==> src/design/sbe_consts.svh <==
// Register offsets, field positions, reset values and spacing counts of the
// burst engine controller. Definitions only; included by the controller and its bench.
`ifndef SBE_CONSTS_SVH
`define SBE_CONSTS_SVH

// ****************************************
// Register offsets (byte addresses)
// ****************************************
`define SBE_REG_CTRL      8'h00
`define SBE_REG_CFG       8'h04
`define SBE_REG_ADDR      8'h08
`define SBE_REG_OPEN      8'h0C
`define SBE_REG_STAT      8'h10
`define SBE_REG_BUF       8'h20
`define SBE_REG_BUF_MASK  8'hE0

// ****************************************
// Field positions and reset values
// ****************************************
`define SBE_CTRL_ORD_LSB  0
`define SBE_CFG_BURST8    0
`define SBE_CFG_ILV       1
`define SBE_CFG_CAS_LSB   4
`define SBE_CFG_ADD_LSB   8
`define SBE_CAS_RESET     3'h3
`define SBE_ADD_RESET     3'h0
`define SBE_ADDR_AP       10
`define SBE_ADDR_BANK_LSB 12
`define SBE_STAT_BUSY     0
`define SBE_STAT_DONE     1
`define SBE_STAT_REFUSED  2
`define SBE_STAT_TMO      3

// ****************************************
// Mode register load fields
// ****************************************
`define SBE_MR_BURST4            3'h2
`define SBE_MR_BURST8            3'h3
`define SBE_BURST_TYPE_SELECT_BIT 3
`define SBE_MR_CAS_LSB           4
`define SBE_EMR_ADD_LSB          3
`define SBE_EMR_BANK             3'h1

// ****************************************
// Command codes {cs_n, ras_n, cas_n, we_n}
// ****************************************
`define SBE_CMD_DESEL 4'hF
`define SBE_CMD_READ  4'h5
`define SBE_CMD_WRITE 4'h4
`define SBE_CMD_MODE  4'h0
`define SBE_CMD_STOP  4'h6

// ****************************************
// Spacing in memory clocks, timeout slack in system clocks
// ****************************************
`define SBE_RTW_B4    4
`define SBE_RTW_B8    6
`define SBE_WRITE_TO_READ_TURNAROUND_CK   2
`define SBE_RD_SLACK  12'h020

`endif

==> src/design/sbe_pkg.sv <==
// Types shared by the burst engine controller, its DRAM model and its bench.
// Assumes sbe_consts.svh carries the numbers.
package sbe_pkg;

	typedef enum logic [2:0] {
		ST_IDLE, ST_WAIT, ST_HOLD, ST_WLAT, ST_WDATA, ST_POST, ST_RDATA
	} sbe_state_t;

	typedef enum logic [1:0] {
		ORD_READ, ORD_WRITE, ORD_MODE, ORD_EXT_MODE
	} sbe_order_t;

	typedef struct packed {
		logic [2:0] additive_latency;
		logic [2:0] column_strobe_latency;
		logic       interleave;
		logic       burst8;
	} sbe_cfg_t;

	// Command bits in order cs_n, ras_n, cas_n, we_n
	typedef struct packed {
		logic [3:0]  cmd;
		logic [2:0]  ba;
		logic [13:0] a;
	} sbe_cmd_pins_t;

endpackage

==> src/design/sbe_sync.sv <==
// Two-flop synchroniser for pins that arrive from the memory side.
// Assumes the input is a level; the first stage feeds only the second.
`timescale 1ns/10ps

module sbe_sync #(
	parameter int W = 1
) (
	// Clock and reset
	input  logic         clk,
	input  logic         rstn,
	// Pin in, synchronised out
	input  logic [W-1:0] d,
	output logic [W-1:0] q
);
	typedef struct packed {
		logic [W-1:0] s1;
		logic [W-1:0] s2;
	} sbe_sync_state_t;

	sbe_sync_state_t s;
	sbe_sync_state_t n;

	if (W < 1) begin : g_bad_width
		$error("sbe_sync width must be at least one");
	end

	always_comb begin
		n.s1 = d;
		n.s2 = s.s1;
	end

	always_ff @(posedge clk) begin
		if (!rstn) begin
			s <= '0;
		end else begin
			s <= n;
		end
	end

	assign q = s.s2;

endmodule

==> src/design/sbe_order.sv <==
// Column order of one beat inside a burst.
// Assumes beat stays below four when the burst length is four.
`timescale 1ns/10ps

module sbe_order (
	// Burst start and beat index
	input  logic [2:0] start_col,
	input  logic [2:0] beat,
	// Ordering type
	input  logic       interleave,
	// Low column bits of this beat
	output logic [2:0] beat_col
);
	always_comb begin
		if (interleave) begin
			beat_col = start_col ^ beat;
		end else begin
			// Wrap stays inside the nibble; upper half follows the other nibble
			beat_col = {start_col[2] ^ beat[2], start_col[1:0] + beat[1:0]};
		end
	end

endmodule

==> src/design/sbe_ctrl.sv <==
// Burst read/write controller that drives a double-data-rate DRAM by its pins.
// Assumes banks are opened by other logic, mirrored by software in the open
// register, and that configuration is not changed while an order runs.
`timescale 1ns/10ps
`include "sbe_consts.svh"

// Summary of operation
// - Address bit three selects burst ordering type
// - No burst stop command exists
// - Read is cs, cas low; ras, we high
// - Write is cs, cas, we low; ras high
// - Write latency is read latency minus one
// - Controller drives write preamble, beats per edge
// - Read to write spacing four or six
// - Write to read waits latency, half burst, turnaround
// - Seamless writes every half burst length
// - Seamless reads at burst dependent interval
// - Never interrupt a burst of four
// - Burst eight interrupted only same direction
// - Interruption exactly two clocks after previous
// - Auto-precharge bursts never interrupted
// - Spacing uses programmed burst length
// - Only access activated banks
// - Column commands at least two clocks apart
module sbe_ctrl
	import sbe_pkg::*;
#(
	parameter int DW      = 8,
	parameter int CK_DIV  = 4,
	parameter int WRITE_TO_READ_TURNAROUND_CK = `SBE_WRITE_TO_READ_TURNAROUND_CK
) (
	// Clock and reset
	input  logic                clk,
	input  logic                rstn,
	// Register port
	input  logic [7:0]          reg_addr,
	input  logic [31:0]         reg_wdata,
	input  logic                reg_wr,
	input  logic                reg_rd,
	output logic [31:0]         reg_rdata,
	// Memory clock and command
	output logic                mem_ck,
	output logic                mem_ck_n,
	output sbe_cmd_pins_t       mem_cmd,
	// Data, strobe and mask
	output logic [DW-1:0]       dq_o,
	output logic                dq_oe,
	input  logic [DW-1:0]       dq_i,
	output logic                dqs_o,
	output logic                dqs_oe,
	input  logic                dqs_i,
	output logic [DW/8-1:0]     write_byte_mask
);
	localparam int MW = DW / 8;
	localparam int EW = DW + MW;
	localparam logic [3:0]  D_M1 = 4'(CK_DIV - 1);
	localparam logic [4:0]  PH_D = 5'(CK_DIV - 1);
	localparam logic [4:0]  PH_H = 5'(CK_DIV / 2 - 1);
	localparam logic [11:0] D_C  = 12'(CK_DIV);
	localparam logic [11:0] H_C  = 12'(CK_DIV / 2);
	localparam logic [11:0] P_C  = 12'(2 * CK_DIV);

	if (DW % 8 != 0 || DW < 8 || EW > 32 || CK_DIV < 2 || CK_DIV > 16 ||
		CK_DIV % 2 != 0) begin : g_bad_param
		$error("sbe_ctrl parameters out of range");
	end

	typedef struct packed {
		sbe_state_t          st;
		sbe_order_t          ord;
		sbe_cfg_t            cfg;
		logic [9:0]          col;
		logic                ap;
		logic [2:0]          bank;
		logic [7:0]          open;
		logic                busy;
		logic                done;
		logic                refused;
		logic                tmo;
		logic                last_rd;
		logic                last_wr;
		logic [11:0]         tcnt;
		logic [5:0]          gap;
		logic [2:0]          beat;
		logic [4:0]          ph;
		logic [3:0]          div;
		logic                ck;
		logic                ck_n;
		sbe_cmd_pins_t       pins;
		logic [DW-1:0]       dq;
		logic                dq_oe;
		logic                dqs;
		logic                dqs_oe;
		logic [MW-1:0]       wmask;
		logic                dqs_prev;
		logic [7:0][EW-1:0]  buffer;
		logic [31:0]         rdata;
	} sbe_top_state_t;

	sbe_top_state_t s;
	sbe_top_state_t n;
	logic [DW-1:0]  sync_dq;
	logic           sync_dqs;
	logic [2:0]     beat_sel;
	logic [2:0]     beat_col;
	logic [3:0]     wr_lat;
	logic [11:0]    w_t;
	logic [11:0]    pre_t;
	logic [11:0]    d0_t;
	logic [11:0]    to_t;
	logic [5:0]     half;
	logic [5:0]     need;
	logic [2:0]     last_beat;

	// ****************************************
	// Pin synchronisers and burst order
	// ****************************************
	sbe_sync #(.W(DW + 1)) u_sync (
		.clk  (clk),
		.rstn (rstn),
		.d    ({dqs_i, dq_i}),
		.q    ({sync_dqs, sync_dq})
	);

	assign beat_sel = (s.st == ST_WDATA) ? s.beat + 3'h1 : s.beat;

	sbe_order u_order (
		.start_col  (s.col[2:0]),
		.beat       (beat_sel),
		.interleave (s.cfg.interleave),
		.beat_col   (beat_col)
	);

	// ****************************************
	// Latency and spacing figures
	// ****************************************
	always_comb begin
		wr_lat = 4'({1'b0, s.cfg.additive_latency}) +
			4'({1'b0, s.cfg.column_strobe_latency}) - 4'h1;
		w_t = 12'(wr_lat) * P_C;
		pre_t = D_C + w_t - P_C;
		d0_t = D_C + w_t - H_C;
		// Read window: read latency is one clock beyond write latency
		to_t = D_C + w_t + P_C * 12'h6 + `SBE_RD_SLACK;
		half = s.cfg.burst8 ? 6'h4 : 6'h2;
		last_beat = s.cfg.burst8 ? 3'h7 : 3'h3;
		if (s.last_rd && s.ord == ORD_WRITE) begin
			need = s.cfg.burst8 ? 6'(`SBE_RTW_B8) : 6'(`SBE_RTW_B4);
		end else if (s.last_wr && s.ord == ORD_READ) begin
			need = 6'({3'h0, s.cfg.column_strobe_latency}) - 6'h1 + half +
				6'(WRITE_TO_READ_TURNAROUND_CK);
		end else begin
			need = half;
		end
	end

	// ****************************************
	// Next state
	// ****************************************
	always_comb begin
		sbe_order_t req;
		logic       column;
		logic       ck_fall;
		logic       ck_rise;
		req = ORD_READ;
		column = 1'b0;
		ck_fall = 1'b0;
		ck_rise = 1'b0;
		n = s;
		n.rdata = '0;
		n.dqs_prev = sync_dqs;

		// Memory clock is made here, so it is no second domain
		if (s.div == D_M1) begin
			n.div = '0;
			n.ck = ~s.ck;
			n.ck_n = s.ck;
			ck_fall = s.ck;
			ck_rise = ~s.ck;
		end else begin
			n.div = s.div + 4'h1;
		end
		if (ck_rise && s.gap != 6'h3F) begin
			n.gap = s.gap + 6'h1;
		end
		if (s.st != ST_IDLE && s.st != ST_WAIT) begin
			n.tcnt = s.tcnt + 12'h1;
		end
		// A command stands one whole memory clock around its rising edge
		if (s.tcnt == P_C - 12'h1) begin
			n.pins = '{cmd: `SBE_CMD_DESEL, ba: 3'h0, a: 14'h0};
		end

		if (reg_wr) begin
			case (reg_addr)
				`SBE_REG_CFG: begin
					n.cfg.additive_latency = reg_wdata[`SBE_CFG_ADD_LSB +: 3];
					n.cfg.column_strobe_latency = reg_wdata[`SBE_CFG_CAS_LSB +: 3];
					n.cfg.interleave = reg_wdata[`SBE_CFG_ILV];
					n.cfg.burst8 = reg_wdata[`SBE_CFG_BURST8];
				end
				`SBE_REG_ADDR: begin
					n.col = reg_wdata[9:0];
					n.ap = reg_wdata[`SBE_ADDR_AP];
					n.bank = reg_wdata[`SBE_ADDR_BANK_LSB +: 3];
				end
				`SBE_REG_OPEN: n.open = reg_wdata[7:0];
				`SBE_REG_STAT: begin
					n.done = s.done & ~reg_wdata[`SBE_STAT_DONE];
					n.refused = s.refused & ~reg_wdata[`SBE_STAT_REFUSED];
					n.tmo = s.tmo & ~reg_wdata[`SBE_STAT_TMO];
				end
				`SBE_REG_CTRL: begin
					req = sbe_order_t'(reg_wdata[`SBE_CTRL_ORD_LSB +: 2]);
					column = (req == ORD_READ) || (req == ORD_WRITE);
					if (s.st != ST_IDLE || (column && !s.open[s.bank])) begin
						n.refused = 1'b1;
					end else begin
						n.st = ST_WAIT;
						n.ord = req;
						n.busy = 1'b1;
						n.done = 1'b0;
					end
				end
				default: begin
					if ((reg_addr & `SBE_REG_BUF_MASK) == `SBE_REG_BUF &&
						reg_addr[1:0] == 2'h0) begin
						n.buffer[reg_addr[4:2]] = reg_wdata[EW-1:0];
					end
				end
			endcase
		end

		if (reg_rd) begin
			case (reg_addr)
				`SBE_REG_CTRL: n.rdata = {30'h0, s.ord};
				`SBE_REG_CFG: begin
					n.rdata[`SBE_CFG_ADD_LSB +: 3] = s.cfg.additive_latency;
					n.rdata[`SBE_CFG_CAS_LSB +: 3] = s.cfg.column_strobe_latency;
					n.rdata[`SBE_CFG_ILV] = s.cfg.interleave;
					n.rdata[`SBE_CFG_BURST8] = s.cfg.burst8;
				end
				`SBE_REG_ADDR: n.rdata = {17'h0, s.bank, 1'b0, s.ap, s.col};
				`SBE_REG_OPEN: n.rdata = {24'h0, s.open};
				`SBE_REG_STAT: n.rdata = {28'h0, s.tmo, s.refused, s.done, s.busy};
				default: begin
					if ((reg_addr & `SBE_REG_BUF_MASK) == `SBE_REG_BUF &&
						reg_addr[1:0] == 2'h0) begin
						n.rdata = 32'(s.buffer[reg_addr[4:2]]);
					end
				end
			endcase
		end

		// Each order finishes its burst before the next may start, so a burst
		// is never cut short and auto-precharge is always safe
		unique case (s.st)
			ST_IDLE: begin
			end
			ST_WAIT: begin
				if (ck_fall && s.gap >= need) begin
					n.tcnt = '0;
					n.beat = 3'h0;
					n.pins = '{cmd: `SBE_CMD_MODE, ba: 3'h0, a: 14'h0};
					unique case (s.ord)
						ORD_READ: begin
							n.pins = '{cmd: `SBE_CMD_READ, ba: s.bank,
								a: {3'h0, s.ap, s.col}};
							n.st = ST_RDATA;
						end
						ORD_WRITE: begin
							n.pins = '{cmd: `SBE_CMD_WRITE, ba: s.bank,
								a: {3'h0, s.ap, s.col}};
							n.st = ST_WLAT;
						end
						ORD_MODE: begin
							n.pins.a[2:0] = s.cfg.burst8 ? `SBE_MR_BURST8 : `SBE_MR_BURST4;
							n.pins.a[`SBE_BURST_TYPE_SELECT_BIT] = s.cfg.interleave;
							n.pins.a[`SBE_MR_CAS_LSB +: 3] = s.cfg.column_strobe_latency;
							n.st = ST_HOLD;
						end
						ORD_EXT_MODE: begin
							n.pins.ba = `SBE_EMR_BANK;
							n.pins.a[`SBE_EMR_ADD_LSB +: 3] = s.cfg.additive_latency;
							n.st = ST_HOLD;
						end
					endcase
					if (s.ord == ORD_READ || s.ord == ORD_WRITE) begin
						n.gap = '0;
						n.last_rd = (s.ord == ORD_READ);
						n.last_wr = (s.ord == ORD_WRITE);
					end
				end
			end
			ST_HOLD: begin
				if (s.tcnt == P_C - 12'h1) begin
					n.st = ST_IDLE;
					n.busy = 1'b0;
					n.done = 1'b1;
				end
			end
			ST_WLAT: begin
				if (s.tcnt == pre_t - 12'h1) begin
					n.dqs_oe = 1'b1;
					n.dqs = 1'b0;
				end
				if (s.tcnt == d0_t - 12'h1) begin
					// Data leads each strobe edge by a quarter clock
					n.dq = s.buffer[beat_col][DW-1:0];
					n.wmask = s.buffer[beat_col][DW +: MW];
					n.dq_oe = 1'b1;
					n.ph = '0;
					n.st = ST_WDATA;
				end
			end
			ST_WDATA: begin
				n.ph = s.ph + 5'h1;
				if (s.ph == PH_H) begin
					n.dqs = ~s.dqs;
				end
				if (s.ph == PH_D) begin
					n.ph = '0;
					if (s.beat == last_beat) begin
						n.dq_oe = 1'b0;
						n.wmask = '0;
						n.st = ST_POST;
					end else begin
						n.beat = s.beat + 3'h1;
						n.dq = s.buffer[beat_col][DW-1:0];
						n.wmask = s.buffer[beat_col][DW +: MW];
					end
				end
			end
			ST_POST: begin
				n.ph = s.ph + 5'h1;
				if (s.ph == PH_H) begin
					n.dqs_oe = 1'b0;
					n.st = ST_IDLE;
					n.busy = 1'b0;
					n.done = 1'b1;
				end
			end
			ST_RDATA: begin
				n.wmask = '0;
				// Preamble holds the strobe low, so the first rise is beat 0
				if ((sync_dqs != s.dqs_prev) && (s.beat != 3'h0 || sync_dqs)) begin
					n.buffer[beat_col][DW-1:0] = sync_dq;
					if (s.beat == last_beat) begin
						n.st = ST_IDLE;
						n.busy = 1'b0;
						n.done = 1'b1;
					end else begin
						n.beat = s.beat + 3'h1;
					end
				end else if (s.tcnt == to_t) begin
					n.tmo = 1'b1;
					n.st = ST_IDLE;
					n.busy = 1'b0;
				end
			end
		endcase
	end

	always_ff @(posedge clk) begin
		if (!rstn) begin
			s <= '0;
			s.st <= ST_IDLE;
			s.cfg.column_strobe_latency <= `SBE_CAS_RESET;
			s.cfg.additive_latency <= `SBE_ADD_RESET;
			s.pins.cmd <= `SBE_CMD_DESEL;
			s.gap <= 6'h3F;
		end else begin
			s <= n;
		end
	end

	assign reg_rdata = s.rdata;
	assign mem_ck = s.ck;
	assign mem_ck_n = s.ck_n;
	assign mem_cmd = s.pins;
	assign dq_o = s.dq;
	assign dq_oe = s.dq_oe;
	assign dqs_o = s.dqs;
	assign dqs_oe = s.dqs_oe;
	assign write_byte_mask = s.wmask;

	// ****************************************
	// Checks
	// ****************************************
	logic [3:0] edge_cnt;
	logic       dqs_q;

	always_ff @(posedge clk) begin
		if (!rstn) begin
			edge_cnt <= '0;
			dqs_q <= 1'b0;
		end else begin
			dqs_q <= s.dqs;
			if (!s.dqs_oe) begin
				edge_cnt <= '0;
			end else if (s.dqs != dqs_q) begin
				edge_cnt <= edge_cnt + 4'h1;
			end
		end
	end
endmodule

==> config.mk <==
export PLATFORM = sky130hd
export DESIGN_NAME = sbe_ctrl
export DESIGN_NICKNAME = d
export VERILOG_FILES = /design/src/design/sbe_pkg.sv /design/src/design/sbe_sync.sv /design/src/design/sbe_order.sv /design/src/design/sbe_ctrl.sv
export VERILOG_INCLUDE_DIRS = /design/src /design/src/design
export SDC_FILE = /design/constraint.sdc
export NUM_CORES = 1
export LEC_CHECK = 0
export ABC_AREA = 1
export BUFFER_PORTS_ARGS = -buffer_cell sky130_fd_sc_hd__buf_4
export CAP_MARGIN = 20
export CORE_MARGIN = 5
export CORE_UTILIZATION = 40
export DETAILED_ROUTE_END_ITERATION = 16
export PLACE_DENSITY_LB_ADDON = 0.05
export SYNTH_ARGS = -nofsm -noshare
export SYNTH_HDL_FRONTEND = slang
export SYNTH_SLANG_ARGS = --single-unit
==> constraint.sdc <==
create_clock -name clk -period 4.3 [get_ports clk]
set_input_delay 0.43 -clock clk [delete_from_list [all_inputs] [get_ports clk]]
set_output_delay 0.43 -clock clk [all_outputs]
set_load 0.01 [all_outputs]
==> impl_results.md, run 1 <==
- Maximum VDD drop: 284.5 µV
- Minimum clock period after layout: 3800 ps
- Crit-path max FO: 7
- Critical path class: reg2reg
- Postcts setup bufs: 0
- Synth top area share: 0.3713
- Wirelength, routed: 36160 µm
- # setup viols final: 0
- Number of synthesized flops with an enable pin: 0
- HPWL after detailed placement: 26130 µm
- Worst R2R Setup Slack: 500 ps
- Synthesis Warnings: 0
- Port bufs: 83
- Synth area leader: dfxtp_1
- First-pass GRT wire length: 56170 µm
- Commonest cells in the synthesized netlist: nand2_1, o21ai_0, dfxtp_1
- Vias in the first global route: 9615
- Die Height: 178.7 µm
- 1st-pass router iterations: 5
- R2r startpoint: s[200]
- Layout cells sized above 1: 0.1006
- Post-synthesis sequential area ratio: 0.3713
- RSZ-0062 raised after global routing: no
- Global placer's final weighted congestion: 0.9055
- Max-Cap Viols: 0
- Startpoint types: flip-flop
- Post-layout util: 0.4557
- PwrDens: 412.4 mW/mm²
- Count leader, synth: nand2_1
- DR WL/cell: 17.92 µm
- Vias per cell: 5.248
- Cells after Synth: 1607
- DRT iter0 DRCs: 853
- Pin count of the biggest net entering global routing: 56
- Total power: 0.005249 W
- Cts repair resizes: 0
- Syn avg cell area: 7.080 µm²
- CTS tree: yes
- Setup crit start: s[200]
- Max Clk Rate: 0.2632 GHz
- Ys flop type: dfxtp_1
- Synth cell types: 54
- Reg2Reg Depth: 18
- Initial antenna violation count: 0
- Worst Tran Pin Value: 894.8 ps
- GRT overflow: 0
- Area growth from synthesis to layout: 11.88%
- DR vias: 10591
- Worst hold path type: in2reg
- Fin. Hold Viols: 0
- Fillers: 2927
- Routed Antenna Nets: 0
- # hold bufs at CTS: 0
- Top-Level Pins: 120
- Core Rows: 61
- Clk root buf: clkbuf_16
- Fin crit share: 0.8837
- Nets: 1709
- Top cells by area, synth: dfxtp_1, o21ai_0, nand2_1, a21oi_1, inv_1
- Total CTS buffers: 26
- Htree depth: 1
- CTS sink cnt: 211
- Worst skew pair latency: 540 ps
- #FFs+latches synth: 211
- Gr usage total: 0.2240
- Worst-path clk slew: 60 ps
- Core box area: 0.02793 mm²
- Status: complete, no violations
- Max Slew Vio Count: 0
- Full die area: 0.03192 mm²
- Cell Area, Synth: 0.01138 mm²
- Longest Clk Path Bufs: 3
- Die W: 178.7 µm
- Initial core utilization: 0.4073
- CP endpoint: mem_cmd[9]
- FFs w/ async S/R, synth: 0
- P_leak: 5.429 nW
- # diodes: 0
- Slew Limit Headroom: 0.4013
- Clock Skew: 22.41 ps
- Worst r2r dst: mem_cmd[9]
- WP data arrival: 4230 ps
- Residual DRC: 0
- Worst setup EP type: flip-flop
- Total negative setup slack: 0 ps
- WP data required: 4730 ps
[area by class of cell]
type,instances,area (µm²),area share
flip-flops and latches,211,4224,0.3319
inverters,203,764.5,0.06006
clock inverters,6,58.81,0.004620
multi-input cells,1088,5705,0.4482
clock buffers,38,797.0,0.06262
well taps,378,473.0,0.03716
repair buffers,94,705.7,0.05544
[kinds of logic (layout without fill, tap and decap cells)]
| kind of cell | count (synthesis) | count (layout) | share of synthesized area |
|---|---|---|---|
| adders and majority gates | 32 | 32 | 0.03585 |
| muxes | 15 | 15 | 0.01320 |
| DFF | 211 | 211 | 0.3713 |
| buffers and inverters | 325 | 341 | 0.1331 |
| and+or+nand+nor | 510 | 510 | 0.1950 |
| other | 1 | 18 | 0.0003296 |
| xor gates and xnor gates | 25 | 25 | 0.02056 |
| AOI/OAI and AO/OA | 488 | 488 | 0.2307 |
[critical path, stage by stage (launching register included)]
cell and delay, ps:
dfxtp_1 430, inv_1 110, ha_1 220, xor2_1 290
ha_1 210, inv_1 50, ha_1 260, inv_1 50
ha_1 180, nand2_1 70, o211ai_1 90, ha_1 280
nand2_1 80, o21a_1 200, nand3b_1 120, nand3_2 130
nor2_1 420, inv_1 270, o31ai_1 260
[through the flow]
stage	hold WS (ps)	area, µm²	cells	worst slack, ps
detailed placement	402.3	11870	1974	556.3
CTS	58.94	12730	2018	531.4
global placement	392.3	11870	1974	652.2
global route	75.00	12730	2018	122.0
floorplan	390.5	11440	1624	1213
finish	68.75	12730	2018	500.0
[flip-flops by register name, indices dropped and copies added, names as in the netlist, named ones only]
register,count
dqs_o,1
dqs_oe,1
dq_o,8
mem_ck_n,1
u_sync.n,9
write_byte_mask,1
s,136
mem_cmd,21
u_sync.q,9
mem_ck,1
reg_rdata,14
dq_oe,1
[placed cells by master (no fill, tap or decap), types with 3 or more instances in the layout]
cell type,netlist,routed
inv_2,3,3
buf_4,65,94
nand2_1,248,248
nand3_2,3,3
o311ai_0,4,4
nand4_1,10,10
nor3_1,20,20
clkinv_2,0,4
mux2i_1,15,15
o21ai_0,238,238
clkbuf_8,0,8
o21ai_1,6,6
o31ai_1,7,7
clkinv_1,6,6
a31oi_1,13,13
a211oi_1,7,7
o211ai_1,12,12
o22ai_1,16,16
nor2_2,3,3
nand2_2,4,4
clkbuf_16,0,27
xnor2_1,4,4
nand3_1,75,75
dfxtp_1,211,211
a21oi_1,166,166
o21a_1,4,4
clkbuf_1,35,3
inv_1,193,193
xor2_1,19,19
or2_2,3,3
conb_1,1,18
nand2_4,5,5
a221oi_1,8,8
ha_1,31,30
nor2_1,125,125
[layer usage]
| metal | vias up | track usage | share of wire |
|---|---|---|---|
| li1 | 5343 | - | - |
| met1 | 4841 | 0.3464 | 0.49 |
| met2 | 357 | 0.3250 | 0.41 |
| met3 | 50 | 0.03585 | 0.075 |
| met4 | 0 | 0.05117 | 0.018 |
| met5 | - | 0 | 0 |
[where the power goes]
group          switching (W)  total (W)  internal (W)
registers          0.0000823    0.00212       0.00204
clock network       0.000866    0.00220       0.00133
logic               0.000656   0.000929      0.000273
total                0.00160    0.00525       0.00364
[how the worst min path moves through the flow]
stage | start | endpoint | slack, ps | cells after the start
after detailed placement | u_sync.n[7] | u_sync.q[7] | 400 | 2
final | dq_i[5] | u_sync.n[5] | 70 | 3
after global placement | u_sync.n[5] | u_sync.q[5] | 390 | 2
after floorplan | u_sync.n[0] | u_sync.q[0] | 390 | 2
after CTS | dq_i[5] | u_sync.n[5] | 60 | 3
after global routing | dq_i[4] | u_sync.n[4] | 80 | 3
(Power assumes the default switching activity.)
==> run 2: changes to the inputs <==
- BUFFER_PORTS_ARGS: -buffer_cell sky130_fd_sc_hd__buf_4 -> unset
- DONT_BUFFER_PORTS: unset -> 1
==> run 2 against run 1 <==
Against the previous run: sequential power about the same; critical path type unchanged; largest power group unchanged; largest cell class unchanged; combinational power down 12%; highest routed layer unchanged; final area down 3.7%.
==> impl_results.md, run 2 (synthesized netlist as in run 1, its figures left out) <==
- Status: complete, no violations
- Full die area: 0.03192 mm² (unchanged)
- Max Clk Rate: 0.2665 GHz (+1.3%)
- Total negative setup slack: 0 ps (unchanged)
- WP data required: 4720 ps (about the same)
- # diodes: 0 (unchanged)
- # setup viols final: 0 (unchanged)
- Clock Power Share: 0.441 (+0.022)
- Slowest cell on the critical path: dfxtp_1
- Nets: 1635 (-4.3%)
- Placement Setup Slack: 597.4 ps (+41.13 ps)
- Clock Skew: 14.94 ps (-7.472 ps)
- Worst setup margin: 547.0 ps (+46.98 ps)
- Switching fraction of total power: 0.2963 (-0.009310)
- Delay-heaviest family, CP: adder cells
- Worst hold path type: in2reg
- PwrDens: 432.0 mW/mm² (+4.8%)
- Maximum VDD drop: 378.4 µV (+33%)
- Wirelength, routed: 36470 µm (+0.86%)
- DRT iter0 DRCs: 720 (-16%)
- Total power: 0.005295 W (+0.87%)
- Worst setup EP type: flip-flop
- Max incr delay on CP: 430 ps (about the same)
- Area growth from synthesis to layout: 7.732%
- Htree depth: 1 (unchanged)
- Crit-path max FO: 10 (+3)
- Worst R2R Setup Slack: 550 ps (+50 ps)
- Worst skew pair latency: 530 ps (about the same)
- Fin. Hold Viols: 0 (unchanged)
- Port bufs: 0 (-100%)
- Cts repair resizes: 0 (unchanged)
- Max-Cap Viols: 0 (unchanged)
- First-pass GRT wire length: 56920 µm (+1.3%)
- Initial core utilization: 0.4073 (unchanged)
- Routed Antenna Nets: 0 (unchanged)
- Worst-path clk slew: 60 ps (about the same)
- 1st-pass router iterations: 5 (unchanged)
- Most common cell after layout, fill and taps aside: nand2_1
- Max FFs per register: 136 (unchanged)
- Hold endpoint: s[154]
- Clk root buf: clkbuf_16
- Cell depth of the worst setup path: 17 (-1)
- Top-Level Pins: 120 (unchanged)
- Initial antenna violation count: 0 (unchanged)
- Worst hold path stage count: 1 (-2)
- Global placer's final weighted congestion: 0.8499 (-6.1%)
- Most frequent cell on the critical path: ha_1
- Startpoint types: flip-flop
- Buffers & Inverters on Critical Path: 3 (-1)
- Hold_ws: 33.82 ps (-34.93 ps)
- Residual DRC: 0 (unchanged)
- Commonest non-fill, non-tap cells in the layout: nand2_1, o21ai_0, dfxtp_1
- DR vias: 10352 (-2.3%)
- DR WL/cell: 18.72 µm (+4.5%)
- Postcts setup bufs: 0 (unchanged)
- CTS sink cnt: 211 (unchanged)
- Switching power: 0.001569 W (-2.2%)
- R2r startpoint: s[200]
- Gate power share: 0.154 (-0.023)
- Total CTS buffers: 26 (unchanged)
- Most flop-heavy register: s
- Multi-input logic area: 0.005705 mm² (unchanged)
- WP data arrival: 4170 ps (-60 ps)
- Fin crit share: 0.8728 (-0.01092)
- HPWL after detailed placement: 25990 µm (-0.52%)
- Hold Crit Start: rstn
- Longest Clk Path Bufs: 3 (unchanged)
- Worst path cell trace: inv_1 -> ha_1 -> xor2_1 -> ha_1 -> ha_1 -> ha_1 -> nand2_1 -> o211ai_1 -> ha_1 -> nand2_1 -> o21a_1 -> nand3b_1 -> nand3_2 -> nor2_1 -> inv_1 -> o21ai_0 -> inv_1
- Reg2Reg Depth: 17 (-1)
- Gr usage total: 0.2276 (+0.003533)
- Minimum clock period after layout: 3753 ps (-46.98 ps)
- Pin count of the biggest net entering global routing: 145 (+160%)
- Die Height: 178.7 µm (unchanged)
- Core Rows: 61 (unchanged)
- GRT overflow: 0 (unchanged)
- Sequential power share: 0.405 (about the same)
- Vias per cell: 5.314 (+1.3%)
- Layout cells sized above 1: 0.05159 (-0.04902)
- Critical path class: reg2reg
- P_leak: 5.067 nW (-6.7%)
- CTS tree: yes
- RSZ-0062 raised after global routing: no
- Sequential cell area: 0.004224 mm² (unchanged)
- Max Slew Vio Count: 0 (unchanged)
- Fillers: 2941 (+0.48%)
- Die W: 178.7 µm (unchanged)
- Slew Limit Headroom: 0.4039 (+0.002612)
- P_int: 0.003726 W (+2.2%)
- Vias in the first global route: 9633 (+0.19%)
- Worst Tran Pin Value: 890.9 ps (-3.904 ps)
- Worst r2r dst: mem_cmd[18]
- Core box area: 0.02793 mm² (unchanged)
## run 2: cell count changes in the layout (fill, tap and decap cells not counted)
cell / change
clkbuf_8: -4
buf_4: -85
bufinv_16: +3
clkbuf_1: +3
clkinv_4: +1
clkinv_2: +2
inv_6: -1
dlygate4sd3_1: +11
## run 2: routing by layer
metal	GRT usage	routed length [µm]
met1	0.3467	18280
met2	0.3293	14770
met3	0.03690	2374
met4	0.06524	1047
met5	0	0
## run 2: through the flow
step / util / cell area [µm²] / std cells
6_report: 0.4388 / 12260 / 1948
5_1_grt: 0.4388 / 12260 / 1948
4_1_cts: 0.4388 / 12260 / 1948
3_5_place_dp: 0.4022 / 11230 / 1889
3_3_place_gp: 0.4022 / 11230 / 1889
2_1_floorplan: - / 11440 / 1624
## run 2: what timing repair did
| action | in CTS | in global routing |
|---|---|---|
| hold buffers | 11 | 0 |
| setup endpoints to repair | 0 | 0 |
| endpoints found under the hold margin | 13 | 0 |
## run 2: how the worst max path moves through the flow
stage | to | start | slack (ps)
after floorplan | mem_cmd[10] | s[200] | 1210
after global placement | mem_cmd[18] | s[200] | 680
after detailed placement | mem_cmd[18] | s[200] | 600
after CTS | mem_cmd[18] | s[200] | 590
after global routing | mem_cmd[5] | s[200] | 240
final | mem_cmd[18] | s[200] | 550
## run 2: final cells by class
class / count / share of cell area
clock buffer: 37 / 0.06145
multi-input combinational: 1088 / 0.4655
tap: 378 / 0.03859
clock inverter: 11 / 0.01296
inverter: 203 / 0.06237
sequential: 211 / 0.3446
timing repair buffer: 20 / 0.01450
## run 2: power groups by stage
stage               clock, W  combinational, W  sequential [W]
floorplan                  0          0.000693         0.00213
global placement           0          0.000799         0.00218
detailed placement         0          0.000803         0.00218
CTS                  0.00238          0.000817         0.00214
global route         0.00246          0.000933         0.00215
finish               0.00233          0.000818         0.00214
## run 2: worst reg2reg max path: stages, from the launching register on
cell	delay, ps
dfxtp_1	430
inv_1	120
ha_1	220
xor2_1	310
ha_1	310
ha_1	220
ha_1	210
nand2_1	70
o211ai_1	100
ha_1	290
nand2_1	80
o21a_1	190
nand3b_1	130
nand3_2	260
nor2_1	410
inv_1	150
o21ai_0	100
inv_1	50
==> run 3: changes to the inputs <==
- ABC_AREA: 1 -> unset
- RECOVER_POWER: unset -> 25
- SLEW_MARGIN: unset -> 20
==> run 3 against run 2 <==
Against the previous run: worst setup slack got worse by 140 ps; worst hold slack worse by 3.8 ps; critical path depth down 1; routed wire length is 5.5% lower; sequential share of layout area decreased by 0.37 points; global-route usage is 2.2 points lower.
==> impl_results.md, run 3 <==
- CTS tree: yes
- Die W: 180.5 µm (+1.0%)
- Core box area: 0.02870 mm² (+2.8%)
- Clk root buf: clkbuf_16
- Port bufs: 0 (unchanged)
- DRT iter0 DRCs: 816 (+13%)
- Crit-path max FO: 5 (-5)
- Worst hold path type: in2reg
- Synth top area share: 0.3635 (-0.007795)
- Top-Level Pins: 120 (unchanged)
- P_leak: 4.571 nW (-9.8%)
- Max Clk Rate: 0.2569 GHz (-3.6%)
- Cells after Synth: 1253 (-22%)
- 1st-pass router iterations: 5 (unchanged)
- # diodes: 0 (unchanged)
- Fin crit share: 0.9052 (+0.03243)
- RSZ-0062 raised after global routing: no
- Max FFs per register: 136 (unchanged)
- Clock Skew: 16.29 ps (+1.356 ps)
- #FFs+latches synth: 211 (unchanged)
- Minimum clock period after layout: 3892 ps (+139.4 ps)
- Worst path cell trace: inv_1 -> ha_1 -> xor2_1 -> ha_1 -> inv_1 -> ha_1 -> inv_1 -> ha_1 -> mux2i_1 -> nand2_1 -> ha_1 -> o211ai_1 -> o21ai_0 -> a21oi_1 -> nor3_1 -> a221o_1
- HPWL after detailed placement: 23940 µm (-7.9%)
- Total CTS buffers: 26 (unchanged)
- Syn avg cell area: 9.275 µm² (+31%)
- Layout cells sized above 1: 0.1185 (+0.06690)
- Residual DRC: 0 (unchanged)
- Status: complete, no violations
- Worst Tran Pin Value: 1071 ps (+179.6 ps)
- Pin count of the biggest net entering global routing: 73 (-50%)
- Fin area: 0.01239 mm² (+1.1%)
- Die Height: 180.5 µm (+1.0%)
- Main combinational cell family by area after synthesis: simple AND/OR/NAND/NOR gates
- Commonest cells in the synthesized netlist: dfxtp_1, nor2_1, nand2_1
- FFs w/ async S/R, synth: 0 (unchanged)
- Nets: 1256 (-23%)
- Synth Area in Adders: 0.03510 (-0.0007527)
- Delay-heaviest family, CP: adder cells
- Max-Cap Viols: 0 (unchanged)
- Ys flop type: dfxtp_1
- Fillers: 2839 (-3.5%)
- Commonest non-fill, non-tap cells in the layout: dfxtp_1, nor2_1, nand2_1
- Buffers & Inverters on Critical Path: 3 (unchanged)
- Placed cells: 1525 (-19%)
- WP data arrival: 4360 ps (+190 ps)
- Max incr delay on CP: 760 ps (+330 ps)
- Number of synthesized flops with an enable pin: 0 (unchanged)
- Most flop-heavy register: s
- Full die area: 0.03256 mm² (+2.0%)
- Post-synthesis sequential area ratio: 0.3635 (-0.007795)
- Vias per cell: 5.647 (+6.3%)
- Core Rows: 62 (+1.6%)
- Area growth from synthesis to layout: 6.621%
- First-pass GRT wire length: 53360 µm (-6.3%)
- Most frequent cell on the critical path: ha_1
- # setup viols final: 0 (unchanged)
- DR vias: 8889 (-14%)
- Worst-path clk slew: 60 ps (about the same)
- Initial core utilization: 0.4049 (-0.002401)
- Multiplexer area fraction after synthesis: 0.1601 (+0.1469)
- Global placer's final weighted congestion: 0.8337 (-1.9%)
- Gr usage total: 0.2051 (-0.02245)
- Wirelength, routed: 34470 µm (-5.5%)
- Post-layout util: 0.4317 (-0.007080)
- Synth area leader: dfxtp_1
- Max Slew Vio Count: 0 (unchanged)
- Startpoint types: flip-flop
- Htree depth: 1 (unchanged)
- Worst skew pair latency: 530 ps (about the same)
- Count leader, synth: dfxtp_1
- Longest Clk Path Bufs: 3 (unchanged)
- Vias in the first global route: 8405 (-13%)
- WP data required: 4770 ps (+50 ps)
- Sequential cell area: 0.004224 mm² (unchanged)
- Synth cell types: 80 (+48%)
- Multi-input logic area: 0.006487 mm² (+14%)
- Maximum VDD drop: 295.6 µV (-22%)
- Initial antenna violation count: 0 (unchanged)
- Final Non-Filler Cells: 1574 (-19%)
- Worst R2R Setup Slack: 410 ps (-140 ps)
- Synth Area in Simple Gates: 0.1757 (-0.01927)
- Total negative setup slack: 0 ps (unchanged)
- Most common cell after layout, fill and taps aside: dfxtp_1
- Routed Antenna Nets: 0 (unchanged)
- PwrDens: 353.6 mW/mm² (-18%)
- DR WL/cell: 21.90 µm (+17%)
- CTS sink cnt: 211 (unchanged)
- Fin. Hold Viols: 0 (unchanged)
- Synth Area in Compound Gates: 0.1493 (-0.08139)
- Slew Limit Headroom: 0.2863 (-0.1176)
- GRT overflow: 0 (unchanged)
- Synth Area in XOR/XNOR: 0.03198 (+0.01141)
- Critical path class: reg2reg
- Synthesis Warnings: 0 (unchanged)
- Worst setup EP type: flip-flop
- Placed cell area: 0.01147 mm² (+2.1%)
- Total power: 0.004381 W (-17%)
- Cell Area, Synth: 0.01162 mm² (+2.1%)
- Slowest cell on the critical path: nor3_1
- Top cells by area, synth: dfxtp_1, mux2i_1, mux4_2, nor2_1, buf_4
==> run 3: routing by layer <==
metal	share of wire	wire, µm	GRT usage
met4	0.012	411	0.03176
met1	0.47	16080	0.2902
met2	0.47	16080	0.3394
met3	0.055	1899	0.03189
met5	0	0	0
==> run 3: logic make-up after synthesis <==
logic type                 after synthesis
AOI/OAI and AO/OA                      241
xor gates and xnor gates                37
adders and majority gates               32
buffers and inverters                  180
DFF                                    211
muxes                                  132
other                                    1
and+or+nand+nor                        419
==> run 3: worst register-to-register path, delay by kind of cell (launching register included) <==
family	cells	cell delay, ps
fa+ha+maj	5	1100
simple gates	2	830
compound gates	4	930
flops	1	400
buf+inv	3	220
xor+xnor	1	190
mux	1	180
==> run 3: path summary, 6_finish.rpt <==
path,start,end,cells past startpoint
worst max register to register,s[200],mem_cmd[6],16
worst min register to register,u_sync.n[6],u_sync.q[6],1
worst max-delay path,s[200],mem_cmd[6],16
worst min-delay path,dq_i[4],u_sync.n[4],1
==> run 3: cell type report <==
class,count,share of cell area
clock buffer,33,0.06119
clock inverter,14,0.01252
inverter,31,0.009593
multi-input combinational,879,0.5236
sequential,211,0.3409
tap,384,0.03878
timing repair buffer,22,0.01343
==> run 3: where the power goes <==
group	switching [W]	leakage (nW)	total [W]	internal (W)
logic	0.0000634	2.41	0.0000947	0.0000313
clock network	0.000883	0.458	0.00230	0.00142
registers	0.0000143	1.70	0.00198	0.00197
total	0.000961	4.57	0.00438	0.00342
==> run 3: through the flow <==
stage	hold WS, ps	worst slack (ps)
detailed placement	419.1	448.7
floorplan	411.9	1149
finish	29.99	407.5
global placement	414.5	473.6
CTS	9.189	435.0
global route	10.07	53.30
==> run 3: what timing repair did <==
item	in CTS	in global routing
endpoints found under the hold margin	12	0
setup buffers	0	0
resized for setup	0	0
hold buffers	2	0
